<file path="config.mk">
export PLATFORM = sky130hd
export DESIGN_NAME = rpa_target
export DESIGN_NICKNAME = d
export VERILOG_FILES = /design/src/hw/rpa_pkg.sv /design/src/hw/rpa_pad_drive.sv /design/src/hw/rpa_target.sv
export SDC_FILE = /design/constraint.sdc
export NUM_CORES = 1
export LEC_CHECK = 0
export BUFFER_PORTS_ARGS = -buffer_cell sky130_fd_sc_hd__buf_2
export CAP_MARGIN = 20
export CELL_PAD_IN_SITES_DETAIL_PLACEMENT = 1
export CELL_PAD_IN_SITES_GLOBAL_PLACEMENT = 1
export CORE_MARGIN = 5
export CORE_UTILIZATION = 49
export CTS_BUF_LIST = sky130_fd_sc_hd__clkbuf_8
export CTS_CLUSTER_DIAMETER = 80
export DETAILED_ROUTE_END_ITERATION = 8
export GPL_TIMING_DRIVEN = 0
export PLACE_DENSITY = 0.93
export RECOVER_POWER = 100
export SYNTH_ARGS = -nofsm -noshare
export SYNTH_HDL_FRONTEND = slang
export SYNTH_SLANG_ARGS = --single-unit
</file>
<file path="constraint.sdc">
create_clock -name clk_i -period 5.4 [get_ports clk_i]
set_input_delay 0.54 -clock clk_i [delete_from_list [all_inputs] [get_ports clk_i]]
set_output_delay 0.54 -clock clk_i [all_outputs]
set_load 0.02 [all_outputs]
</file>
<file path="src/hw/rpa_pkg.sv">
package rpa_pkg;
    // register command bytes (whole byte; bit 0 picks the register within a pair)
    localparam logic [7:0] CMD_IN0    = 8'h00;
    localparam logic [7:0] CMD_IN1    = 8'h01;
    localparam logic [7:0] CMD_OUT0   = 8'h02;
    localparam logic [7:0] CMD_OUT1   = 8'h03;
    localparam logic [7:0] CMD_POL0   = 8'h04;
    localparam logic [7:0] CMD_POL1   = 8'h05;
    localparam logic [7:0] CMD_CFG0   = 8'h06;
    localparam logic [7:0] CMD_CFG1   = 8'h07;
    localparam logic [7:0] CMD_DRV0A  = 8'h40;
    localparam logic [7:0] CMD_DRV0B  = 8'h41;
    localparam logic [7:0] CMD_DRV1A  = 8'h42;
    localparam logic [7:0] CMD_DRV1B  = 8'h43;
    localparam logic [7:0] CMD_LAT0   = 8'h44;
    localparam logic [7:0] CMD_LAT1   = 8'h45;
    localparam logic [7:0] CMD_PEN0   = 8'h46;
    localparam logic [7:0] CMD_PEN1   = 8'h47;
    localparam logic [7:0] CMD_PSEL0  = 8'h48;
    localparam logic [7:0] CMD_PSEL1  = 8'h49;
    localparam logic [7:0] CMD_MSK0   = 8'h4A;
    localparam logic [7:0] CMD_MSK1   = 8'h4B;
    localparam logic [7:0] CMD_STS0   = 8'h4C;
    localparam logic [7:0] CMD_STS1   = 8'h4D;
    localparam int         NUM_REGS   = 22;
    // reset values
    localparam logic [7:0] RST_OUT    = 8'hFF;
    localparam logic [7:0] RST_POL    = 8'h00;
    localparam logic [7:0] RST_CFG    = 8'hFF;
    localparam logic [7:0] RST_DRV    = 8'hFF;
    localparam logic [7:0] RST_LAT    = 8'h00;
    localparam logic [7:0] RST_PEN    = 8'h00;
    localparam logic [7:0] RST_PSEL   = 8'hFF;
    localparam logic [7:0] RST_MSK    = 8'hFF;
    localparam logic [7:0] RST_PTR    = 8'h00;
    // drive-strength codes, 2 bits per pin
    localparam logic [1:0] DRV_QUART  = 2'h0;
    localparam logic [1:0] DRV_HALF   = 2'h1;
    localparam logic [1:0] DRV_3QUART = 2'h2;
    localparam logic [1:0] DRV_FULL   = 2'h3;
    localparam int         NUM_FING   = 4;
    // bus address: 5-bit base, low two bits from strap pins
    localparam logic [4:0] ADDR_BASE  = 5'h1D;
    localparam logic       DIR_WRITE  = 1'b0;
    localparam logic       DIR_READ   = 1'b1;
    typedef enum logic [2:0] {
        ST_IDLE = 3'h0,
        ST_ADDR = 3'h1,
        ST_CMD  = 3'h2,
        ST_WDAT = 3'h3,
        ST_RDAT = 3'h4,
        ST_SKIP = 3'h5
    } rpa_state_t;
endpackage : rpa_pkg

</file>
<file path="src/hw/rpa_pad_drive.sv">
`timescale 1ns/100ps
// per-pin output stage: finger enables for pull-up and pull-down legs
module rpa_pad_drive (
    input  wire logic       out_en_i,  // 1: pin is an output
    input  wire logic       data_i,    // output data bit
    input  wire logic       od_i,      // 1: open-drain, no pull-up leg
    input  wire logic [1:0] drv_i,     // drive-strength code
    output logic      [3:0] up_en_o,   // high-side fingers on
    output logic      [3:0] dn_en_o    // low-side fingers on
);
    logic [3:0] fingers;
    always_comb
    begin
        case (drv_i)
            rpa_pkg::DRV_QUART:  fingers = 4'h1;
            rpa_pkg::DRV_HALF:   fingers = 4'h3;
            rpa_pkg::DRV_3QUART: fingers = 4'h3;
            default:             fingers = 4'hF;
        endcase
        // code 10b: two fingers only
        if (drv_i == 2'h2)
        begin
            fingers = 4'h3;
        end
        else if (drv_i == 2'h1)
        begin
            fingers = 4'h7;
        end
        up_en_o = (out_en_i && data_i && !od_i) ? fingers : 4'h0;
        dn_en_o = (out_en_i && !data_i) ? fingers : 4'h0;
    end
endmodule : rpa_pad_drive

</file>
<file path="src/hw/rpa_target.sv">
`timescale 1ns/100ps
module rpa_target #(
    parameter int W = 16                           // pin count
) (
    input  wire logic           clk_i,             // 10 MHz clock
    input  wire logic           rst_b_i,           // async reset, active low
    input  wire logic           scl_i,             // bus clock level
    input  wire logic           sda_i,             // bus data level
    output logic                sda_oe_b_o,        // low: pull sda low
    input  wire logic [1:0]     addr_sel_i,        // address strap pins
    input  wire logic [W-1:0]   pin_i,             // pin levels
    output logic      [W-1:0]   pin_out_o,         // output data per pin
    output logic      [W-1:0]   pin_is_out_o,      // 1: pin drives
    output logic      [4*W-1:0] up_en_o,           // high-side fingers
    output logic      [4*W-1:0] dn_en_o,           // low-side fingers
    output logic      [W-1:0]   pull_en_o,         // pull resistor on
    output logic      [W-1:0]   pull_up_o,         // 1: pull-up
    output logic                int_b_o            // low: change pending
);
    typedef struct packed {
        rpa_pkg::rpa_state_t st;
        logic                scl_d;
        logic                sda_d;
        logic [3:0]          bitn;
        logic [7:0]          shf;
        logic [7:0]          ptr;
        logic                ack_phase;
        logic                drive_low;
        logic                rd_mode;
        logic [7:0]          txb;
        logic [W-1:0]        outp;
        logic [W-1:0]        pol;
        logic [W-1:0]        cfg;
        logic [2*W-1:0]      drv;
        logic [W-1:0]        lat;
        logic [W-1:0]        pen;
        logic [W-1:0]        psel;
        logic [W-1:0]        msk;
        logic [W-1:0]        inreg;
        logic [W-1:0]        chg;
        logic [W-1:0]        snap;
        logic [1:0]          od;
    } rpa_s_t;

    rpa_s_t s;
    rpa_s_t next_s;
    logic   scl_rise;
    logic   scl_fall;
    logic   start_c;
    logic   stop_c;
    logic [7:0] rd_val;
    logic [W-1:0] in_now;
    logic [7:0] last_rd;

    assign scl_rise = scl_i && !s.scl_d;
    assign scl_fall = !scl_i && s.scl_d;
    assign start_c  = scl_i && s.scl_d && s.sda_d && !sda_i;
    assign stop_c   = scl_i && s.scl_d && !s.sda_d && sda_i;
    assign in_now   = pin_i ^ s.pol;
    assign last_rd  = {s.ptr[7:1], ~s.ptr[0]};

    // register read mux
    always_comb
    begin
        case (s.ptr)
            rpa_pkg::CMD_IN0:   rd_val = s.inreg[7:0];
            rpa_pkg::CMD_IN1:   rd_val = s.inreg[15:8];
            rpa_pkg::CMD_OUT0:  rd_val = s.outp[7:0];
            rpa_pkg::CMD_OUT1:  rd_val = s.outp[15:8];
            rpa_pkg::CMD_POL0:  rd_val = s.pol[7:0];
            rpa_pkg::CMD_POL1:  rd_val = s.pol[15:8];
            rpa_pkg::CMD_CFG0:  rd_val = s.cfg[7:0];
            rpa_pkg::CMD_CFG1:  rd_val = s.cfg[15:8];
            rpa_pkg::CMD_DRV0A: rd_val = s.drv[7:0];
            rpa_pkg::CMD_DRV0B: rd_val = s.drv[15:8];
            rpa_pkg::CMD_DRV1A: rd_val = s.drv[23:16];
            rpa_pkg::CMD_DRV1B: rd_val = s.drv[31:24];
            rpa_pkg::CMD_LAT0:  rd_val = s.lat[7:0];
            rpa_pkg::CMD_LAT1:  rd_val = s.lat[15:8];
            rpa_pkg::CMD_PEN0:  rd_val = s.pen[7:0];
            rpa_pkg::CMD_PEN1:  rd_val = s.pen[15:8];
            rpa_pkg::CMD_PSEL0: rd_val = s.psel[7:0];
            rpa_pkg::CMD_PSEL1: rd_val = s.psel[15:8];
            rpa_pkg::CMD_MSK0:  rd_val = s.msk[7:0];
            rpa_pkg::CMD_MSK1:  rd_val = s.msk[15:8];
            rpa_pkg::CMD_STS0:  rd_val = s.chg[7:0] & ~s.msk[7:0];
            rpa_pkg::CMD_STS1:  rd_val = s.chg[15:8] & ~s.msk[15:8];
            default:            rd_val = 8'h00;
        endcase
    end

    always_comb
    begin
        next_s       = s;
        next_s.scl_d = scl_i;
        next_s.sda_d = sda_i;
        // change is against the value last read; latched pins hold it until read
        for (int i = 0; i < W; i++)
        begin
            if (s.cfg[i] && (in_now[i] != s.snap[i]))
            begin
                next_s.chg[i] = 1'b1;
            end
            else if (!s.lat[i])
            begin
                next_s.chg[i] = 1'b0;
            end
            if (!s.lat[i] || !s.chg[i])
            begin
                next_s.inreg[i] = in_now[i];
            end
        end
        if (stop_c)
        begin
            next_s.st        = rpa_pkg::ST_IDLE;
            next_s.drive_low = 1'b0;
            next_s.ack_phase = 1'b0;
        end
        else if (start_c)
        begin
            next_s.st        = rpa_pkg::ST_ADDR;
            next_s.bitn      = 4'h0;
            next_s.drive_low = 1'b0;
            next_s.ack_phase = 1'b0;
        end
        else if (scl_rise && !s.ack_phase && s.st != rpa_pkg::ST_IDLE)
        begin
            next_s.shf  = {s.shf[6:0], sda_i};
            next_s.bitn = s.bitn + 4'h1;
        end
        else if (scl_rise && s.ack_phase && s.rd_mode)
        begin
            // master ack sampled; nack ends our transmission
            if (sda_i)
            begin
                next_s.st = rpa_pkg::ST_SKIP;
            end
            // data ack only: pointer already moved past the port just sent
            if (s.st == rpa_pkg::ST_RDAT && !s.drive_low && last_rd == rpa_pkg::CMD_IN0)
            begin
                next_s.chg[7:0]  = 8'h00;
                next_s.snap[7:0] = s.inreg[7:0];
            end
            else if (s.st == rpa_pkg::ST_RDAT && !s.drive_low && last_rd == rpa_pkg::CMD_IN1)
            begin
                next_s.chg[15:8]  = 8'h00;
                next_s.snap[15:8] = s.inreg[15:8];
            end
        end
        else if (scl_fall)
        begin
            if (s.ack_phase)
            begin
                next_s.ack_phase = 1'b0;
                next_s.drive_low = 1'b0;
                next_s.bitn      = 4'h0;
                if (s.rd_mode && s.st == rpa_pkg::ST_RDAT)
                begin
                    next_s.txb       = rd_val;
                    next_s.ptr       = {s.ptr[7:1], ~s.ptr[0]};
                    next_s.drive_low = !rd_val[7];
                end
            end
            else if (s.rd_mode && s.st == rpa_pkg::ST_RDAT && s.bitn != 4'h8)
            begin
                next_s.drive_low = !s.txb[3'h7 - s.bitn[2:0]];
            end
            else if (s.bitn == 4'h8)
            begin
                next_s.ack_phase = 1'b1;
                next_s.drive_low = 1'b0;
                case (s.st)
                    rpa_pkg::ST_ADDR:
                    begin
                        if (s.shf[7:1] == {rpa_pkg::ADDR_BASE, addr_sel_i})
                        begin
                            next_s.drive_low = 1'b1;
                            next_s.rd_mode   = s.shf[0];
                            next_s.st = (s.shf[0] == rpa_pkg::DIR_READ) ?
                                        rpa_pkg::ST_RDAT : rpa_pkg::ST_CMD;
                        end
                        else
                        begin
                            next_s.st = rpa_pkg::ST_SKIP;
                        end
                    end
                    rpa_pkg::ST_CMD:
                    begin
                        next_s.ptr       = s.shf;
                        next_s.drive_low = 1'b1;
                        next_s.st        = rpa_pkg::ST_WDAT;
                    end
                    rpa_pkg::ST_WDAT:
                    begin
                        next_s.drive_low = 1'b1;
                        next_s.ptr = {s.ptr[7:1], ~s.ptr[0]};
                        case (s.ptr)
                            rpa_pkg::CMD_OUT0:  next_s.outp[7:0]   = s.shf;
                            rpa_pkg::CMD_OUT1:  next_s.outp[15:8]  = s.shf;
                            rpa_pkg::CMD_POL0:  next_s.pol[7:0]    = s.shf;
                            rpa_pkg::CMD_POL1:  next_s.pol[15:8]   = s.shf;
                            rpa_pkg::CMD_CFG0:  next_s.cfg[7:0]    = s.shf;
                            rpa_pkg::CMD_CFG1:  next_s.cfg[15:8]   = s.shf;
                            rpa_pkg::CMD_DRV0A: next_s.drv[7:0]    = s.shf;
                            rpa_pkg::CMD_DRV0B: next_s.drv[15:8]   = s.shf;
                            rpa_pkg::CMD_DRV1A: next_s.drv[23:16]  = s.shf;
                            rpa_pkg::CMD_DRV1B: next_s.drv[31:24]  = s.shf;
                            rpa_pkg::CMD_LAT0:  next_s.lat[7:0]    = s.shf;
                            rpa_pkg::CMD_LAT1:  next_s.lat[15:8]   = s.shf;
                            rpa_pkg::CMD_PEN0:  next_s.pen[7:0]    = s.shf;
                            rpa_pkg::CMD_PEN1:  next_s.pen[15:8]   = s.shf;
                            rpa_pkg::CMD_PSEL0: next_s.psel[7:0]   = s.shf;
                            rpa_pkg::CMD_PSEL1: next_s.psel[15:8]  = s.shf;
                            rpa_pkg::CMD_MSK0:  next_s.msk[7:0]    = s.shf;
                            rpa_pkg::CMD_MSK1:  next_s.msk[15:8]   = s.shf;
                            default:            next_s.ptr = next_s.ptr;
                        endcase
                    end
                    rpa_pkg::ST_RDAT:
                    begin
                        next_s.drive_low = 1'b0;
                    end
                    default:
                    begin
                        next_s.st = rpa_pkg::ST_SKIP;
                    end
                endcase
            end
        end
    end

    always_ff @(posedge clk_i or negedge rst_b_i)
    begin
        if (!rst_b_i)
        begin
            s           <= '0;
            s.st        <= rpa_pkg::ST_IDLE;
            s.scl_d     <= 1'b1;
            s.sda_d     <= 1'b1;
            s.ptr       <= rpa_pkg::RST_PTR;
            s.outp      <= {2{rpa_pkg::RST_OUT}};
            s.pol       <= {2{rpa_pkg::RST_POL}};
            s.cfg       <= {2{rpa_pkg::RST_CFG}};
            s.drv       <= {4{rpa_pkg::RST_DRV}};
            s.lat       <= {2{rpa_pkg::RST_LAT}};
            s.pen       <= {2{rpa_pkg::RST_PEN}};
            s.psel      <= {2{rpa_pkg::RST_PSEL}};
            s.msk       <= {2{rpa_pkg::RST_MSK}};
        end
        else
        begin
            s <= next_s;
        end
    end

    for (genvar g = 0; g < W; g++)
    begin : g_pad
        rpa_pad_drive u_pad (
            .out_en_i (!s.cfg[g]),
            .data_i   (s.outp[g]),
            .od_i     (s.od[g / 8]),
            .drv_i    (s.drv[2*g +: 2]),
            .up_en_o  (up_en_o[4*g +: 4]),
            .dn_en_o  (dn_en_o[4*g +: 4])
        );
    end

    assign sda_oe_b_o   = !s.drive_low;
    assign pin_out_o    = s.outp;
    assign pin_is_out_o = ~s.cfg;
    assign pull_en_o    = s.pen;
    assign pull_up_o    = s.psel;
    assign int_b_o      = !(|(s.chg & ~s.msk & s.cfg));
endmodule : rpa_target

</file>
==> summary.md, run 1 <==
| Metric | Value |
|---|---|
| Multiplexer share of the synthesized area | `18.89%` |
| Max H-tree Level | `2` |
| Mapped Cells | `1,242` |
| Unrepaired setup endpoints after global routing | `no` |
| Final instance area | `0.01496 mm²` |
| Worst Tran Pin Value | `2.796 ns` |
| CTS tree | `done` |
| Clock sinks | `approximately 230` |
| Dpl cells | `1,793` |
| Final total power | `between 4 and 5 mW` |
| First-pass GRT wire length | `84.46 mm` |
| Clk slew on worst S/H paths | `0.07 ns` |
| Most frequent cell after synthesis | `mux2_2` |
| Syn nets | `1,266` |
| Post-DP HPWL | `between 40 and 50 mm` |
| First DRT Iteration DRCs | `1,373` |
| Final Cycle Share | `about four fifths` |
| Via density | `6.342` |
| Die Ht | `172.7 µm` |
| Synth area leaders | `dfrtp_1 (25%), dfstp_2 (20%), mux2_2 (16%)` |
| # IOs | `216` |
| Non-filler cells, final | `1,873` |
| Core Box Area | `0.02606 mm²` |
| Synth top area share | `25.08%` |
| DR WL/cell | `30.77 µm` |
| Largest net degree at the start of global routing | `123` |
| Main synth FF type | `dfrtp_1` |
| # port buffers | `215` |
| Via count | `between 10,000 and 15,000` |
| Post-cts gate resize count | `0` |
| Synth Area in Adders | `0.1929%` |
| Std-Cell Rows | `59` |
| Placed instance area | `about 0.015 mm²` |
| Crit end category | `flip-flop` |
| Final Max Tran Viols | `136` |
| Hold path cells | `1` |
| Endpoints failing setup | `0` |
| Async set-reset flop share out of synthesis | `100.0%` |
| Synth unique cells | `78` |
| Outcome | `finished, violations left` |
| DRC violations left | `0` |
| Die X | `172.7 µm` |
| Synth top cells by count | `mux2_2 (186), dfrtp_1 (130), nand2_1 (130), dfstp_2 (98), nor2_1 (82)` |
| Hold Crit Start | `sda_i` |
| Die ar. | `just under 0.03 mm²` |
| CP Data Required Time | `5.88 ns` |
| Hold WC Path Type | `in -> reg` |
| Initial Utilization | `49.78%` |
| TritonRoute pass-1 iters | `6` |
| Critical path class | `reg -> reg` |
| Synth Area in Simple Gates | `17.95%` |
| CTS hold repair buffers | `0` |
| Reg-to-reg critical path startpoint | `last_rd[2]` |
| Sequential area share after synthesis | `44.93%` |
| XOR/XNOR share of the synthesized area | `2.431%` |
| Post-synth EDFFs | `0` |
| Synth Warn # | `0` |
| RePlAce Congestion | `1.027` |
| Max Clk Rate | `between 200 and 250 MHz` |
| Layout cells sized above 1 | `29.73%` |
| Nets@finish | `~1,500` |
| Post-CTS setup buffers | `0` |
| CTS Buffer Depth | `3` |
| Initial antenna violation count | `4` |
| Final min period | `about 4.4 ns` |
| DRT Wirelength | `57.64 mm` |
| Clock skew | `0.04781 ns` |
| GR Util All Layers | `between 30% and 40%` |
| Maxcap violations | `4` |
| Area leader, netlist | `dfrtp_1` |
| Final Hold Viols | `0` |
| Max FO, Critical Path | `10` |
| LEAKAGE | `6.626 nW` |
| Num CTS Buffers | `41` |
| Post-Syn Area per Cell | `between 10 and 15 µm²` |
| Clk root buf | `clkbuf_8` |
| Hold slack | `0.1781 ns` |
| Worst Setup SP | `last_rd[2]` |
| Area delta synth->final | `15.32%` |
| Vias in the first global route | `12,630` |
| Rel. slew slack | `-86.41%` |
| Synth Area in Compound Gates | `8.247%` |
| Critical Path Start Type | `flip-flop` |
| GR Overflow Total | `0` |
| Seq cells post-synth | `228` |
| Failing checks | `capacitance limit, slew limit` |
| Syn Std Cell Area | `0.01297 mm²` |
| ANT nets after route | `0` |
| PwrDens | `about 270 mW/mm²` |
| Largest family of logic cells by synthesized area | `multiplexers` |
| Critical path arrival | `4.90 ns` |
| Clock latency on the worst-skew pair | `0.59 ns` |
| Maximum VDD drop | `0.2560 mV` |
| R2R cell count | `6` |
-- cells in the final DEF (no fill, tap or decap), types with 53 or more instances in the layout --
| cell type | instances |
|---|---|
| buf_2 | 69 |
| buf_4 | 64 |
| clkbuf_1 | 201 |
| clkbuf_8 | 55 |
| dfrtp_1 | 130 |
| dfstp_2 | 68 |
| inv_1 | 53 |
| mux2_2 | 170 |
| nand2_1 | 134 |
| nor2_1 | 96 |
-- critical path, stage by stage, from the launching register on --
cell and delay (ns):
dfrtp_1 0.42, clkbuf_1 0.38, or2_2 0.43, nor3_1 1.41, buf_6 0.33, nand3_1 0.74
mux2_2 0.58
-- path summary, 6_finish.rpt --
| path | to | slack (ns) |
|---|---|---|
| max | pin_out_o[6] | 0.98 |
| min | s[225] | 0.18 |
| max reg2reg | pin_out_o[6] | 0.98 |
| min reg2reg | s[195] | 0.52 |
| max in group asynchronous | s[25] | 2.89 |
| min in group asynchronous | s[227] | 0.82 |
-- area by class of cell --
type	count	area (µm²)
clock inverters	21	127.6
flip-flops and latches	228	5828
well taps	335	419.2
fillers	3006	11100
inverters	42	157.7
clock buffers	55	757.0
plain buffers	130	775.7
diodes	4	10.01
repair buffers	216	908.4
multi-input cells	842	5976
-- through the flow --
stage | worst slack (ns) | utilization (%) | setup TNS [ns]
after floorplan | 3.243 | - | 0
final | 0.9807 | 57.41 | 0
after global placement | -0.03821 | 55.52 | -1.709
after CTS | 2.138 | 59.06 | 0
after detailed placement | 2.154 | 55.66 | 0
after global routing | 1.188 | 57.38 | 0
-- state kept, by name (all words and copies together) (netlist names) --
signal     cells
last_rd        7
pin_out_o     16
pull_en_o     16
pull_up_o     16
s            173
-- power breakdown --
group          total, mW  switching, mW  internal (mW)
Sequential          1.84         0.0820           1.76
Combinational      0.481          0.381          0.100
Clock               1.77          0.802          0.964
-- routing by layer --
metal	vias to the layer above	share of wire [%]	track usage, %
li1	4839	-	-
met1	6081	39	47.62
met2	747	47	59.62
met3	209	9.4	9.301
met4	2	5.2	17.46
met5	-	0.014	0
-- kinds of logic (layout without fill, tap and decap cells) --
group | count (synthesis) | in the layout
simple gates | 432 | 432
flops | 228 | 228
mux | 216 | 216
buf+inv | 172 | 464
compound gates | 156 | 156
xor+xnor | 36 | 36
fa+ha+maj | 2 | 2
other cells | 0 | 4
Note: power is estimated with default switching activity, not from simulation.
==> run 2, diff against run 1 <==
Settings changed: ABC_AREA set to 1, CORE_UTILIZATION 49 to 38, PLACE_DENSITY 0.93 to 0.83.
Clock period 5.4 ns to 3.8 ns, I/O delays scaled along.
==> run 2 against run 1 <==
Effect of this change: highest routed layer unchanged; final cell count increased by 22%; the run still ends with capacitance limit, slew limit left; clock skew is 0.012 ns lower; largest power group unchanged; clock-buffer cell count down 6; critical endpoint is now s[143].
==> summary.md, run 2 <==
| Metric | Value |
|---|---|
| Vias in the first global route | `12,762` |
| Critical path arrival | `approximately 3.7 ns` |
| Die ar. | `0.03581 mm²` |
| Post-synth EDFFs | `0` |
| Die X | `189.2 µm` |
| Final Cycle Share | `84.89%` |
| Maxcap violations | `2` |
| Core Box Area | `0.03164 mm²` |
| Maximum VDD drop | `0.1728 mV` |
| DRC violations left | `0` |
| Most frequent cells in the layout | `nand2_1 (415), inv_1 (210), o21ai_0 (207), clkbuf_1 (200), nor2_1 (171)` |
| TritonRoute pass-1 iters | `5` |
| Async set-reset flop share out of synthesis | `100.0%` |
| Initial Utilization | `38.58%` |
| Final total power | `5.803 mW` |
| LEAKAGE | `about 6.3 nW` |
| Main synth FF type | `dfrtp_1` |
| CP max stage delay | `0.52 ns` |
| Std-Cell Rows | `65` |
| Post-Syn Area per Cell | `just under 8 µm²` |
| Seq cells post-synth | `approximately 230` |
| Largest reg by FF count | `s` |
| Synth top cells by count | `nand2_1 (405), o21ai_0 (205), inv_1 (190), nor2_1 (171), dfrtp_1 (130)` |
| Hold Crit Start | `pin_i[8]` |
| Max FO, Critical Path | `10` |
| Clock latency on the worst-skew pair | `0.57 ns` |
| Area delta synth->final | `16.78%` |
| Crit path top cell by count | `inv_1` |
| Most frequent cell after synthesis | `nand2_1` |
| Final Max Tran Viols | `around 170` |
| Rel. slew slack | `-59.46%` |
| Endpoints failing setup | `0` |
| Outcome | `finished, violations left` |
| DRT Wirelength | `47.86 mm` |
| Synth area leaders | `dfrtp_1 (27%), dfstp_2 (21%), nand2_1 (12%)` |
| Worst setup margin | `0.5741 ns` |
| Num CTS Buffers | `42` |
| Largest net degree at the start of global routing | `92` |
| Synth unique cells | `32` |
| Reg-to-reg critical path startpoint | `s[221]` |
| Crit-path cells | `inv_1 > ha_1 > nand2_1 > nor2_4 > inv_1 > nor3_1 > inv_1 > nor3_4 > buf_8 > nand2_1 > clkbuf_1 > o21ai_0` |
| Sequential area share after synthesis | `47.74%` |
| ANT nets after route | `0` |
| First DRT Iteration DRCs | `just under 700` |
| Critical Path Start Type | `flip-flop` |
| Worst Tran Pin Value | `2.392 ns` |
| GR Overflow Total | `0` |
| Clock sinks | `228` |
| Final Hold Viols | `0` |
| DR WL/cell | `20.99 µm` |
| Unrepaired setup endpoints after global routing | `no` |
| Max H-tree Level | `2` |
| Slowest-stage cell, CP | `nor3_4` |
| RePlAce Congestion | `0.9394` |
| PwrDens | `407.1 mW/mm²` |
| Layout cells sized above 1 | `a little over an eighth` |
| Post-cts gate resize count | `0` |
| CTS Buffer Depth | `3` |
| First-pass GRT wire length | `approximately 74 mm` |
| Clk root buf | `clkbuf_8` |
| # IOs | `216` |
| CTS tree | `done` |
| Initial antenna violation count | `1` |
| DP Worst Slack | `between 0.7 and 0.8 ns` |
| Max reg flops | `173` |
| Worst Setup SP | `s[221]` |
| Delay-heaviest family, CP | `simple AND/OR/NAND/NOR gates` |
| GR Util All Layers | `26.27%` |
| # port buffers | `around 220` |
| Area leader, netlist | `dfrtp_1` |
| Synth top area share | `26.65%` |
| Mapped Cells | `1,584` |
| Critical path class | `reg -> reg` |
| Final min period | `3.226 ns` |
| CP bufs+invs | `5` |
| Util after Layout | `45.06%` |
| Fillcell total | `between 4,000 and 5,000` |
| Crit end category | `flip-flop` |
| Via density | `5.289` |
| Failing checks | `capacitance limit, slew limit` |
| Most common cell after layout, fill and taps aside | `nand2_1` |
| Hold WC Path Type | `in -> reg` |
| Nets@finish | `1,872` |
| Die Ht | `189.2 µm` |
| Syn nets | `roughly 1,600` |
| Post-DP HPWL | `around 37 mm` |
| Syn Std Cell Area | `0.01221 mm²` |
| Synth Warn # | `0` |
| Max Clk Rate | `310.0 MHz` |
| Via count | `12,059` |
| Post-CTS setup buffers | `0` |
| CP Data Required Time | `4.26 ns` |
| Clk slew on worst S/H paths | `0.06 ns` |
| Clock skew | `0.03586 ns` |
## run 2: cell types whose count changed after synthesis, sizes merged, moves of 14 or more
cell   previous run  this run
a21oi            33        51
a32oi            15         0
and2             36         1
inv              41       191
mux2            191         4
mux2i            21         0
nand2           134       415
nand4             6        24
nor2             96       172
nor2b            16         0
o21ai            26       213
o22ai            12        43
xnor2             3        17
xor2             33        18
## run 2: final cells by class
class	instances	area, µm²	share of cell area [%]
Clock inverter	24	98.84	0.6934
Buffer	106	649.4	4.555
Timing Repair Buffer	220	927.1	6.504
Tap cell	402	503.0	3.528
Clock buffer	49	674.4	4.731
Inverter	193	724.4	5.082
Antenna cell	1	2.502	0.01755
Multi-Input combinational cell	1057	4847	34.00
Sequential cell	228	5828	40.88
## run 2: path summary, 6_finish.rpt
path | depth (start not counted) | slack, ns | to
worst min-delay path | 3 | 0.17 | s[42]
worst min register to register | 2 | 0.48 | s[200]
worst max-delay path | 12 | 0.57 | s[143]
min in group asynchronous | 2 | 0.38 | s[111]
max in group asynchronous | 3 | 0.78 | s[195]
worst max register to register | 12 | 0.57 | s[143]
## run 2: stage by stage
step / hold WS (ns) / instances / instance area (µm²) / TNS (ns)
floorplan: 0.08441 / 1584 / 12210 / 0
global placement: 0.4646 / 2201 / 13790 / -229.35
detailed placement: 0.3795 / 2203 / 13850 / 0
CTS: 0.1592 / 2279 / 14650 / 0
global route: 0.1842 / 2279 / 14250 / 0
finish: 0.1747 / 2280 / 14250 / 0
## run 2: tightest hold or removal path, delay by kind of cell
family | cells | cell delay, ns
xor gates and xnor gates | 1 | 0.09
AOI/OAI and AO/OA | 1 | 0.12
buffers and inverters | 1 | 0.09
## run 2: kinds of logic after synthesis
| family | share of synthesized area, % |
|---|---|
| AND/OR/NAND/NOR | 23.90 |
| flip-flops | 47.74 |
| adder cells (fa/ha/maj) | 0.2050 |
| multiplexers | 0.3690 |
| AO/OA/AOI/OAI | 13.34 |
| buffers and inverters | 11.93 |
| XOR/XNOR | 2.511 |
## run 2: report_power, final
part / leakage (nW) / total, mW / internal, mW / switching [mW]
sequential: 2.75 / 2.64 / 2.53 / 0.109
combinational: 3.13 / 0.918 / 0.161 / 0.757
clock: 0.469 / 2.24 / 1.16 / 1.08
## run 2: repair_timing
item                                    in CTS  in global routing
endpoints found under the setup margin       0                  0
endpoints found under the hold margin       15                  0
hold buffers                                 3                  0
## run 2: routing by layer
layer  up-vias  GRT usage, %  wire (µm)
met3       110         4.277       2763
met1      5969         35.11      20880
li1       5563             -          -
met2       415         43.09      22340
met5         -             0         20
met4         2         10.02       1856
==> run 3, diff against run 2 <==
Settings changed: CORE_UTILIZATION 38 to 43, PLACE_DENSITY 0.83 to 0.88.
Clock period 3.8 ns to 3 ns, I/O delays scaled along.
==> run 3 against run 2 <==
Effect of this change: the flow still finishes with violations (capacitance limit, slew limit); via count is 1.6% higher; global-route usage is 4.1 points higher; setup slack worse by 0.41 ns; sequential power is 27% higher; core utilization is 6.6 points higher; final cell count is 0.88% lower; maximum frequency is 14% higher; clock power is 29% higher; combinational power is 30% higher; critical path depth is 3 lower; clock skew is 0.0074 ns higher.
==> summary.md, run 3 (synthesized netlist as in run 2, its figures left out) <==
| Metric | Value |
|---|---|
| Outcome | `finished, violations left` |
| Failing checks | `capacitance limit, slew limit` |
| LEAKAGE | `6.600 nW` |
| First-pass GRT wire length | `73.88 mm` |
| Hold WC Path Type | `in -> reg` |
| Unrepaired setup endpoints after global routing | `no` |
| DR WL/cell | `21.33 µm` |
| Most frequent cells in the layout | `nand2_1 (405), o21ai_0 (207), inv_1 (204), clkbuf_1 (183), nor2_1 (171)` |
| Crit-path cells | `inv_1 > nand2_1 > nor2_1 > nand2_1 > nor3_1 > nand2_1 > clkbuf_1 > nand2_1 > o21ai_0` |
| First DRT Iteration DRCs | `790` |
| Clock latency on the worst-skew pair | `0.57 ns` |
| Worst setup margin | `about 0.16 ns` |
| Rel. slew slack | `-16.13%` |
| Maximum VDD drop | `between 0.2 and 0.3 mV` |
| Clock network power share | `about two fifths` |
| Clock skew | `0.04324 ns` |
| Clk root buf | `clkbuf_8` |
| Final Hold Viols | `0` |
| Clk slew on worst S/H paths | `0.06 ns` |
| PwrDens | `514.7 mW/mm²` |
| CTS tree | `done` |
| Endpoints failing setup | `0` |
| Final min period | `2.836 ns` |
| Largest reg by FF count | `s` |
| Max reg flops | `173` |
| Critical path arrival | `3.23 ns` |
| Final Max Tran Viols | `66` |
| Maxcap violations | `1` |
| CTS Buffer Depth | `3` |
| Sequential share of power | `between 40 and 50%` |
| Sw Ratio | `roughly a third` |
| Max FO, Critical Path | `10` |
| RePlAce Congestion | `0.9572` |
| Area delta synth->final | `18.32%` |
| Die Ht | `about 180 µm` |
| Die ar. | `between 0.03 and 0.04 mm²` |
| # port buffers | `215` |
| CP Data Required Time | `3.39 ns` |
| Non-filler cells, final | `2,260` |
| Nets@finish | `1,876` |
| Dpl cells | `2,179` |
| GR Overflow Total | `0` |
| Via count | `~12,000` |
| Core Box Area | `0.02793 mm²` |
| Initial antenna violation count | `2` |
| Num CTS Buffers | `42` |
| Std-Cell Rows | `about 60` |
| TritonRoute pass-1 iters | `5` |
| Worst Tran Pin Value | `approximately 1.7 ns` |
| Crit path top cell by count | `nand2_1` |
| Initial Utilization | `between 40% and 50%` |
| Delay-heaviest family, CP | `simple AND/OR/NAND/NOR gates` |
| Logic pwr share | `16.0%` |
| CP bufs+invs | `2` |
| DRT Wirelength | `48.21 mm` |
| DRC violations left | `0` |
| Die X | `~180 µm` |
| Critical path class | `reg -> reg` |
| Max H-tree Level | `2` |
| Via density | `about 5.4` |
| CP max stage delay | `0.48 ns` |
| Internal | `4.954 mW` |
| # IOs | `216` |
| DP Worst Slack | `-0.1767 ns` |
| Layout cells sized above 1 | `15.05%` |
| Slowest-stage cell, CP | `nor2_1` |
| Most common cell after layout, fill and taps aside | `nand2_1` |
| ANT nets after route | `0` |
| Switching Power | `2.480 mW` |
| Largest net degree at the start of global routing | `96` |
| Vias in the first global route | `13,156` |
| Clock sinks | `approximately 230` |
| Max Clk Rate | `352.6 MHz` |
| Critical Path Start Type | `flip-flop` |
| Crit end category | `flip-flop` |
| GR Util All Layers | `roughly 30%` |
| Final Cycle Share | `94.54%` |
| Post-DP HPWL | `36.77 mm` |
run 3: worst reg2reg max path, delay by kind of cell, from the launching register on:
kind / cells / cell delay (ns)
DFF: 1 / 0.41
buffers and inverters: 2 / 0.42
and+or+nand+nor: 6 / 1.76
AOI/OAI and AO/OA: 1 / 0.09
run 3: layout make-up:
cell class / instances / area [µm²]
repair buffers: 224 / 993.5
multi-input cells: 1057 / 4917
plain buffers: 106 / 703.2
fillers: 3685 / 13490
clock buffers: 51 / 701.9
well taps: 378 / 473.0
diodes: 1 / 2.502
flip-flops and latches: 228 / 5829
clock inverters: 22 / 97.59
inverters: 193 / 724.4
run 3: repair_timing:
| item | in CTS | in global routing |
|---|---|---|
| pin swaps | 1 | 1 |
| gates resized for setup | 0 | 2 |
| endpoints found under the setup margin | 65 | 129 |
| hold buffers | 3 | 0 |
| buffers inserted | 3 | 1 |
| hold endpoints to repair | 57 | 0 |
run 3: final timing paths:
check                      startpoint      to  slack (ns)  cells after the start
setup / recovery           last_rd[1]    s[6]        0.16                      9
hold / removal               pin_i[6]   s[40]         0.1                      3
setup reg to reg           last_rd[1]    s[6]        0.16                      9
hold reg to reg                s[133]  s[133]        0.49                      2
max in group asynchronous     rst_b_i  s[221]        0.52                      3
min in group asynchronous     rst_b_i   s[30]        0.78                      2
run 3: power groups by stage:
stage | Clock (mW) | Sequential (mW) | Combinational [mW]
final | 2.90 | 3.35 | 1.19
after global routing | 3.05 | 3.36 | 1.28
after CTS | 2.93 | 3.34 | 1.16
after detailed placement | 0 | 3.39 | 1.15
after global placement | 0 | 3.38 | 1.10
after floorplan | 0 | 3.35 | 0.549
run 3: per-layer routing:
metal / vias to the layer above / global-route usage (%) / share of wire (%)
met1: 6086 / 37.03 / 40
met5: - / 0 / 0
li1: 5571 / - / -
met2: 470 / 51.79 / 48
met3: 126 / 6.825 / 8.1
met4: 0 / 12.54 / 4.2
run 3: per-stage QoR:
| step | cell area [µm²] | total power, mW | setup TNS [ns] | util [%] | hold slack [ns] |
|---|---|---|---|---|---|
| after floorplan | 12210 | 3.900 | 0 | - | 0.004409 |
| after global placement | 13760 | 4.482 | -387.92 | 49.24 | 0.4288 |
| after detailed placement | 13820 | 4.542 | -3.473 | 49.48 | 0.3008 |
| after CTS | 14690 | 7.433 | 0 | 52.57 | 0.08315 |
| after global routing | 14440 | 7.693 | 0 | 51.69 | 0.09959 |
| final | 14440 | 7.434 | 0 | 51.70 | 0.09933 |
